## src/verilog/sst_pkg.sv

```systemverilog
// constants and carrier types of the stop and torque limit block
package sst_pkg;
    localparam int TW = 11;
    localparam int SW = 16;
    localparam int IRQ_W = 4;

    localparam logic [4:0] ADDR_CTRL     = 5'h00;
    localparam logic [4:0] ADDR_EMG_TRQ  = 5'h04;
    localparam logic [4:0] ADDR_FWD_LIM  = 5'h08;
    localparam logic [4:0] ADDR_REV_LIM  = 5'h0C;
    localparam logic [4:0] ADDR_MONITOR  = 5'h10;
    localparam logic [4:0] ADDR_IRQ_STAT = 5'h14;
    localparam logic [4:0] ADDR_IRQ_MASK = 5'h18;

    localparam int CTRL_FSEL  = 4;
    localparam int CTRL_COAST = 6;
    localparam int CTRL_HOLD  = 7;
    localparam int CTRL_OTDEC = 8;
    localparam int CTRL_OTZC  = 9;
    localparam logic [15:0] CTRL_RESET = 16'h0080;

    localparam int MON_LIMIT = 4;
    localparam int MON_STATE = 8;
    localparam int MON_POWER = 12;
    localparam int MON_BRAKE = 13;
    localparam int MON_ZCLMP = 14;

    localparam int IRQ_SOFF  = 0;
    localparam int IRQ_OT    = 1;
    localparam int IRQ_LIMIT = 2;
    localparam int IRQ_STILL = 3;

    typedef enum logic [2:0] {
        ST_RUN    = 3'b000,
        ST_DBRAKE = 3'b001,
        ST_COAST  = 3'b010,
        ST_DECEL  = 3'b011,
        ST_ZCLAMP = 3'b100,
        ST_OFF    = 3'b101,
        ST_HOLD   = 3'b110
    } sst_stop_t;

    typedef struct packed {
        logic servoOn;
        logic forwardTravelBlock;
        logic reverseTravelBlock;
        logic mainPowerOk;
    } sst_pins_t;

    typedef struct packed {
        logic motorPowerOn;
        logic dynBrakeOn;
        logic zeroClamp;
        logic decelActive;
    } sst_drive_t;

    typedef struct packed {
        sst_pins_t               syncA;
        sst_pins_t               syncB;
        logic [15:0]             ctrl;
        logic [TW-2:0]           emergency_stop_torque;
        logic [TW-2:0]           fwdLim;
        logic [TW-2:0]           revLim;
        logic [IRQ_W-1:0]        irqStat;
        logic [IRQ_W-1:0]        irqMask;
        sst_stop_t               stop;
        logic                    latHold;
        logic                    latZc;
        sst_drive_t              drive;
        logic signed [TW-1:0]    torqueCmd;
        logic                    limitHit;
        logic                    limitOut;
        logic                    limitOutN;
        logic                    irq;
        logic                    waitReq;
        logic [31:0]             rdata;
    } sst_state_t;
endpackage

```

## src/verilog/sst_stop_torque.sv

```systemverilog
// stop sequencing and torque limiting for a servo drive
//
// Chosen here: the Avalon-MM register port and the register addresses.
module sst_stop_torque #(
    parameter int MAX_TORQUE  = 300,
    parameter int STILL_SPEED = 1
) (
    input  wire logic                       ref_clk,
    input  wire logic                       srst,
    input  wire logic [4:0]                 avs_address,
    input  wire logic                       avs_read,
    input  wire logic                       avs_write,
    input  wire logic [31:0]                avs_writedata,
    input  wire logic [3:0]                 avs_byteenable,
    output logic [31:0]                     avs_readdata,
    output logic                            avs_waitrequest,
    input  wire sst_pkg::sst_pins_t         pinIn,
    input  wire logic                       servoAlarm,
    input  wire logic                       torqueMode,
    input  wire logic signed [sst_pkg::TW-1:0] torqueRef,
    input  wire logic signed [sst_pkg::SW-1:0] motorSpeed,
    output sst_pkg::sst_drive_t             drive,
    output logic signed [sst_pkg::TW-1:0]   torqueCmd,
    output logic                            torqueLimitOutPos,
    output logic                            torqueLimitOutNegN,
    output logic                            irq
);
    localparam int TW = sst_pkg::TW;
    localparam int IRQ_W_L = sst_pkg::IRQ_W;
    localparam logic [TW-2:0] MAXV = (TW-1)'(MAX_TORQUE);
    localparam logic [sst_pkg::SW-1:0] STILLV =
        sst_pkg::SW'(STILL_SPEED);

    if (MAX_TORQUE < 1 || MAX_TORQUE > (1 << (TW - 1)) - 1) begin : g_chk
        $error("MAX_TORQUE out of range");
    end
    if (STILL_SPEED < 0
        || STILL_SPEED > (1 << (sst_pkg::SW - 1)) - 1) begin : g_chk2
        $error("STILL_SPEED out of range");
    end

    sst_pkg::sst_state_t s;
    sst_pkg::sst_state_t next_s;
    logic                soffCond;
    logic                otCond;
    logic                still;
    logic                fwdOver;
    logic                revOver;

    ////////////////////////////////////////////////////////////////////////
    // helpers

    function automatic logic [15:0] merge16(input logic [15:0] old,
                                            input logic [31:0] wd,
                                            input logic [3:0]  be);
        merge16 = {be[1] ? wd[15:8] : old[15:8], be[0] ? wd[7:0] : old[7:0]};
    endfunction

    // written percentages saturate at maximum torque
    function automatic logic [TW-2:0] satPct(input logic [15:0] v);
        satPct = (v > 16'(MAXV)) ? MAXV : v[TW-2:0];
    endfunction

    function automatic logic signed [TW-1:0] toS(input logic [TW-2:0] v);
        toS = $signed({1'b0, v});
    endfunction

    // servo-off stop method from the coast bit
    function automatic sst_pkg::sst_stop_t offStop(input logic coast);
        offStop = coast ? sst_pkg::ST_COAST : sst_pkg::ST_DBRAKE;
    endfunction

    function automatic sst_pkg::sst_drive_t driveOf(
        input sst_pkg::sst_stop_t st);
        driveOf = '0;
        case (st)
            sst_pkg::ST_RUN:    driveOf.motorPowerOn = 1'b1;
            sst_pkg::ST_DBRAKE: driveOf.dynBrakeOn = 1'b1;
            sst_pkg::ST_HOLD:   driveOf.dynBrakeOn = 1'b1;
            sst_pkg::ST_DECEL: begin
                driveOf.motorPowerOn = 1'b1;
                driveOf.decelActive = 1'b1;
            end
            sst_pkg::ST_ZCLAMP: begin
                driveOf.motorPowerOn = 1'b1;
                driveOf.zeroClamp = 1'b1;
            end
            default:            driveOf = '0;
        endcase
    endfunction

    ////////////////////////////////////////////////////////////////////////
    // conditions from synchronised pins, servoAlarm, motor speed and torque reference

    assign soffCond = !s.syncB.servoOn || servoAlarm
                      || !s.syncB.mainPowerOk;
    assign otCond = s.syncB.forwardTravelBlock
                    || s.syncB.reverseTravelBlock;
    assign still = (motorSpeed < 0) ? ((-motorSpeed) <= $signed(STILLV))
                                    : (motorSpeed <= $signed(STILLV));
    assign fwdOver = torqueRef > toS(s.fwdLim);
    assign revOver = torqueRef < -toS(s.revLim);

    ////////////////////////////////////////////////////////////////////////
    // next state

    always_comb begin
        logic [IRQ_W_L-1:0] ev;
        logic [IRQ_W_L-1:0] clr;
        ev = '0;
        clr = '0;
        next_s = s;
        next_s.syncA = pinIn;
        next_s.syncB = s.syncA;

        case (s.stop)
            sst_pkg::ST_RUN: begin
                if (soffCond) begin
                    next_s.stop = offStop(s.ctrl[sst_pkg::CTRL_COAST]);
                    next_s.latHold = s.ctrl[sst_pkg::CTRL_HOLD];
                    ev[sst_pkg::IRQ_SOFF] = 1'b1;
                end else if (otCond) begin
                    ev[sst_pkg::IRQ_OT] = 1'b1;
                    next_s.latHold = s.ctrl[sst_pkg::CTRL_HOLD];
                    next_s.latZc = s.ctrl[sst_pkg::CTRL_OTZC];
                    if (torqueMode || !s.ctrl[sst_pkg::CTRL_OTDEC]) begin
                        next_s.stop = offStop(s.ctrl[sst_pkg::CTRL_COAST]);
                    end else begin
                        next_s.stop = sst_pkg::ST_DECEL;
                    end
                end
            end
            sst_pkg::ST_DECEL: begin
                if (soffCond) begin
                    next_s.stop = offStop(s.ctrl[sst_pkg::CTRL_COAST]);
                    next_s.latHold = s.ctrl[sst_pkg::CTRL_HOLD];
                    ev[sst_pkg::IRQ_SOFF] = 1'b1;
                end else if (still) begin
                    next_s.stop = s.latZc ? sst_pkg::ST_ZCLAMP
                                          : sst_pkg::ST_OFF;
                    ev[sst_pkg::IRQ_STILL] = 1'b1;
                end
            end
            sst_pkg::ST_DBRAKE: begin
                if (still) begin
                    next_s.stop = s.latHold ? sst_pkg::ST_HOLD
                                            : sst_pkg::ST_OFF;
                    ev[sst_pkg::IRQ_STILL] = 1'b1;
                end
            end
            sst_pkg::ST_COAST: begin
                if (still) begin
                    next_s.stop = sst_pkg::ST_OFF;
                    ev[sst_pkg::IRQ_STILL] = 1'b1;
                end
            end
            sst_pkg::ST_ZCLAMP: begin
                if (soffCond) begin
                    next_s.stop = offStop(s.ctrl[sst_pkg::CTRL_COAST]);
                    next_s.latHold = s.ctrl[sst_pkg::CTRL_HOLD];
                    ev[sst_pkg::IRQ_SOFF] = 1'b1;
                end else if (!otCond) begin
                    next_s.stop = sst_pkg::ST_RUN;
                end
            end
            sst_pkg::ST_OFF, sst_pkg::ST_HOLD: begin
                if (!soffCond && !otCond) begin
                    next_s.stop = sst_pkg::ST_RUN;
                end
            end
            default: next_s.stop = sst_pkg::ST_OFF;
        endcase

        next_s.drive = driveOf(next_s.stop);
        case (next_s.stop)
            sst_pkg::ST_RUN: begin
                if (fwdOver) begin
                    next_s.torqueCmd = toS(s.fwdLim);
                end else if (revOver) begin
                    next_s.torqueCmd = -toS(s.revLim);
                end else begin
                    next_s.torqueCmd = torqueRef;
                end
            end
            sst_pkg::ST_DECEL: begin
                // braking torque opposes the direction of motion
                next_s.torqueCmd = (motorSpeed > 0) ? -toS(s.emergency_stop_torque)
                                                    : toS(s.emergency_stop_torque);
            end
            default: next_s.torqueCmd = '0;
        endcase

        next_s.limitHit = fwdOver || revOver;
        next_s.limitOut = next_s.limitHit
                          && !s.ctrl[sst_pkg::CTRL_FSEL];
        next_s.limitOutN = !next_s.limitOut;
        ev[sst_pkg::IRQ_LIMIT] = next_s.limitHit && !s.limitHit;

        // bus slave: one wait cycle, then the answer
        if ((avs_read || avs_write) && s.waitReq) begin
            next_s.waitReq = 1'b0;
            case (avs_address)
                sst_pkg::ADDR_CTRL:     next_s.rdata = {16'h0000, s.ctrl};
                sst_pkg::ADDR_EMG_TRQ:  next_s.rdata = 32'(s.emergency_stop_torque);
                sst_pkg::ADDR_FWD_LIM:  next_s.rdata = 32'(s.fwdLim);
                sst_pkg::ADDR_REV_LIM:  next_s.rdata = 32'(s.revLim);
                sst_pkg::ADDR_MONITOR: begin
                    next_s.rdata = '0;
                    next_s.rdata[sst_pkg::MON_LIMIT] = s.limitOut;
                    next_s.rdata[sst_pkg::MON_STATE +: 3] = s.stop;
                    next_s.rdata[sst_pkg::MON_POWER] = s.drive.motorPowerOn;
                    next_s.rdata[sst_pkg::MON_BRAKE] = s.drive.dynBrakeOn;
                    next_s.rdata[sst_pkg::MON_ZCLMP] = s.drive.zeroClamp;
                end
                sst_pkg::ADDR_IRQ_STAT: next_s.rdata = 32'(s.irqStat);
                sst_pkg::ADDR_IRQ_MASK: next_s.rdata = 32'(s.irqMask);
                default:                next_s.rdata = '0;
            endcase
        end else begin
            next_s.waitReq = 1'b1;
            if (avs_write && !s.waitReq) begin
                case (avs_address)
                    sst_pkg::ADDR_CTRL: next_s.ctrl =
                        merge16(s.ctrl, avs_writedata, avs_byteenable);
                    sst_pkg::ADDR_EMG_TRQ: next_s.emergency_stop_torque = satPct(merge16(
                        16'(s.emergency_stop_torque), avs_writedata, avs_byteenable));
                    sst_pkg::ADDR_FWD_LIM: next_s.fwdLim = satPct(merge16(
                        16'(s.fwdLim), avs_writedata, avs_byteenable));
                    sst_pkg::ADDR_REV_LIM: next_s.revLim = satPct(merge16(
                        16'(s.revLim), avs_writedata, avs_byteenable));
                    sst_pkg::ADDR_IRQ_STAT:
                        if (avs_byteenable[0]) clr = avs_writedata[IRQ_W_L-1:0];
                    sst_pkg::ADDR_IRQ_MASK:
                        if (avs_byteenable[0]) begin
                            next_s.irqMask = avs_writedata[IRQ_W_L-1:0];
                        end
                    default: next_s.ctrl = s.ctrl;
                endcase
            end
        end

        // set wins over a write-one clear in the same cycle
        next_s.irqStat = (s.irqStat & ~clr) | ev;
        next_s.irq = |(next_s.irqStat & next_s.irqMask);
    end

    always_ff @(posedge ref_clk) begin
        if (srst) begin
            s <= '0;
            s.ctrl <= sst_pkg::CTRL_RESET;
            s.emergency_stop_torque <= MAXV;
            s.fwdLim <= MAXV;
            s.revLim <= MAXV;
            s.stop <= sst_pkg::ST_OFF;
            s.limitOutN <= 1'b1;
            s.waitReq <= 1'b1;
        end else begin
            s <= next_s;
        end
    end

    assign avs_readdata = s.rdata;
    assign avs_waitrequest = s.waitReq;
    assign drive = s.drive;
    assign torqueCmd = s.torqueCmd;
    assign torqueLimitOutPos = s.limitOut;
    assign torqueLimitOutNegN = s.limitOutN;
    assign irq = s.irq;
endmodule

```

## config.mk

```make
export PLATFORM = sky130hd
export DESIGN_NAME = sst_stop_torque
export DESIGN_NICKNAME = d
export VERILOG_FILES = /design/src/verilog/sst_pkg.sv /design/src/verilog/sst_stop_torque.sv
export SDC_FILE = /design/constraint.sdc
export NUM_CORES = 1
export LEC_CHECK = 0
export ABC_AREA = 0
export BUFFER_PORTS_ARGS = -buffer_cell sky130_fd_sc_hd__buf_2
export CAP_MARGIN = 20
export CORE_AREA = 5 5 112 219
export DETAILED_ROUTE_END_ITERATION = 6
export DIE_AREA = 0 0 117 224
export GPL_ROUTABILITY_DRIVEN = 1
export SETUP_SLACK_MARGIN = 0.2
export SLEW_MARGIN = 20
export SYNTH_ARGS = -nofsm -noshare
export SYNTH_HDL_FRONTEND = slang
export SYNTH_SLANG_ARGS = --single-unit
```

## constraint.sdc

```tcl
create_clock -name ref_clk -period 9.2 [get_ports ref_clk]
set_clock_uncertainty 0.1 [all_clocks]
set_input_delay 1.38 -clock ref_clk [delete_from_list [all_inputs] [get_ports ref_clk]]
set_output_delay 1.38 -clock ref_clk [all_outputs]
set_load 0.02 [all_outputs]
```

==> results.json <==
{
  "hold_viol": 0,
  "grt.overflow.total": 0,
  "startpoint_type": "register",
  "first_iter_violations": 387,
  "p_total_uw": 1000,
  "synth_largest_area_cell": "dfxtp_1",
  "synth_common_cells": "111 x nor2_1, 103 x dfxtp_1, 65 x nand2_1",
  "die_y_um": 224,
  "grt_pass1_wl_um": 33330,
  "synth.distinct_cells": 66,
  "ys_ff_latch": 103,
  "vias_per_cell": 5.445,
  "diodes": 0,
  "rr_worst_depth": 10,
  "min_path_cells": 1,
  "syn_inst": 830,
  "status": "completed",
  "p_sw_uw": 276.9,
  "drc": 0,
  "post_cts_resized": 0,
  "hold_class": "reg2reg",
  "rows": 78,
  "drive_gt1_share_pct": 15.64,
  "max-cap-violations": 0,
  "dieArea_um2": 26210,
  "slew-limit-headroom_pct": 28.82,
  "ys_seq_area_share_pct": 32.00,
  "wl_per_cell_um": 19.34,
  "antenna_found_initial": 2,
  "yosysTopAreaCellShare_pct": 32.00,
  "cts_buffer_depth": 2,
  "cts_hold_buf": 0,
  "worst-path-buf-inv": 0,
  "p_seq_share_pct": 46.2,
  "clockPowerShare_pct": 39.2,
  "fmax_mhz": 211.5,
  "clockRootBuffer": "clkbuf_16",
  "cp_max_fo": 9,
  "fin_setup_tns_ps": 0,
  "max_stage_delay_ps": 640,
  "pwr-share-comb_pct": 14.6,
  "arrival_ps": 4900,
  "power.internal_uw": 723.2,
  "grt_pass1_vias": 6128,
  "synth_flop_cell": "dfxtp_1",
  "slowest_stage": "o21ai_0",
  "antenna_left": 0,
  "path_clk_slew_ps": 70,
  "async_flop_share_pct": 0,
  "p_per_area_nw_per_um2": 140.5,
  "setup_violations": 0,
  "yosys-top-cells-area": "dfxtp_1 32%, nor2_1 6.5%, buf_4 5.5%, a21oi_1 4.6%, mux2i_1 4.3%",
  "syn_avg_cell_area_um2": 7.763,
  "cp.depth": 10,
  "tritoncts": "built",
  "htree_levels": 3,
  "drv_slew": 0,
  "dr.pass1.iters": 5,
  "cellLeakagePower_uw": 0.002895,
  "crit_path_cell_trace": "or4_1, o21ai_0, ha_1, a211oi_1, o2111ai_1, a21oi_1, mux2_2, mux2_2, a2111o_1, a21oi_1",
  "clock-sinks": 103,
  "vias": 6224,
  "clkLatencyLatePin_ps": 360,
  "cts_buffers": 9,
  "start_util_pct": 28.46,
  "rsz0062_at_grt": "no",
  "max_slew.worst_pin.slew_ps": 1058,
  "dp_hpwl_um": 17560,
  "fillCellCount": 2456,
  "postCtsSetupBuffers": 0,
  "layout_min_cycle_time_ps": 4728,
  "grt_start_max_net_pins": 79,
  "post-route-period-util_pct": 51.39,
  "fp.dieW_um": 117,
  "required_ps": 9380,
  "grt_usage_pct": 16.66,
  "routabilityCongestion": 0.9197,
  "irDropWorstVdd_mv": 0.1350,
  "p_sw_share_pct": 27.69,
  "yosysWarnings": 0,
  "fp.coreArea_um2": 22640,
  "crit_family": "compound AO/OA/AOI/OAI gates",
  "port_buffers": 94,
  "nets": 958,
  "wl_um": 22100,
  "crit_type": "reg2reg",
  "setup.worst_path.end_class": "register",
  "synth_edf_count": 0,
  "syn_area_um2": 6444,
  "ios": 129,
  "area_growth_pct": 10.45,
  "synth_most_common_cell": "nor2_1"
}
-- through the flow --
stage | hold WS (ps) | setup slack [ps] | util, % | cell area, µm² | cells
2_1_floorplan | 313.8 | 5217 | - | 6500 | 845
3_3_place_gp | 324.8 | 4206 | 30.08 | 6812 | 1127
3_5_place_dp | 323.1 | 4160 | 30.08 | 6812 | 1127
4_1_cts | 338.2 | 4496 | 31.40 | 7111 | 1143
5_1_grt | 360.5 | 4392 | 31.43 | 7117 | 1143
6_report | 335.4 | 4472 | 31.43 | 7117 | 1143
-- flip-flops by register name (all words and copies together), names as in the netlist --
register	cells
avs_readdata	16
s	64
irq	1
torqueLimitOutNegN	1
next_s	4
drive	4
torqueCmd	11
avs_waitrequest	1
torqueLimitOutPos	1
-- cells in the final DEF, fill, tap and decap left out, types with 11 or more instances in the layout --
master,n
nor2_1,111
dfxtp_1,103
buf_2,94
nand2_1,65
a21oi_1,59
inv_1,33
o21ai_0,31
mux2i_1,28
nand3_1,24
ha_1,22
a32oi_1,21
nor3_1,20
a22oi_1,17
conb_1,16
nor2b_1,15
nand2b_1,14
xnor2_1,11
-- area by class of cell --
class / instances / area, µm² / share of cell area, %
multi-input combinational: 613 / 3781 / 53.13
sequential: 103 / 2062 / 28.97
timing repair buffer: 98 / 500.5 / 7.032
tap: 280 / 350.3 / 4.923
clock buffer: 12 / 246.5 / 3.463
inverter: 33 / 123.9 / 1.741
clock inverter: 4 / 52.55 / 0.7384
-- per-layer routing --
layer / part of all wire [%] / vias up / global-route usage [%]
met5: 0.12 / - / 0
met4: 8.5 / 4 / 12.78
met3: 5.0 / 81 / 3.190
met2: 53 / 215 / 30.77
met1: 33 / 2947 / 15.34
li1: - / 2977 / -
-- power groups by stage --
stage / logic, µW / clock network (µW) / registers, µW
after floorplan: 105 / 0 / 468
after detailed placement: 145 / 0 / 472
after global routing: 161 / 418 / 462
final: 146 / 392 / 462
after CTS: 146 / 404 / 462
after global placement: 143 / 0 / 472
-- logic make-up (layout without fill, tap and decap cells) --
| group | after synthesis | in the layout | synth area share (%) |
|---|---|---|---|
| flip-flops | 103 | 103 | 32.00 |
| buffers and inverters | 129 | 147 | 10.29 |
| AND/OR/NAND/NOR | 306 | 306 | 22.62 |
| XOR/XNOR | 15 | 15 | 2.039 |
| multiplexers | 35 | 35 | 5.573 |
| AO/OA/AOI/OAI | 219 | 219 | 23.15 |
| adder cells (fa/ha/maj) | 22 | 22 | 4.272 |
| other | 1 | 16 | 0.05820 |
-- final timing paths --
kind	startpoint	slack [ps]	to
setup / recovery	s[67]	4470	torqueCmd[8]
hold / removal	next_s[113]	340	s[113]
setup reg to reg	s[67]	4470	torqueCmd[8]
hold reg to reg	next_s[113]	340	s[113]
Power figures use the tool's default switching activity.
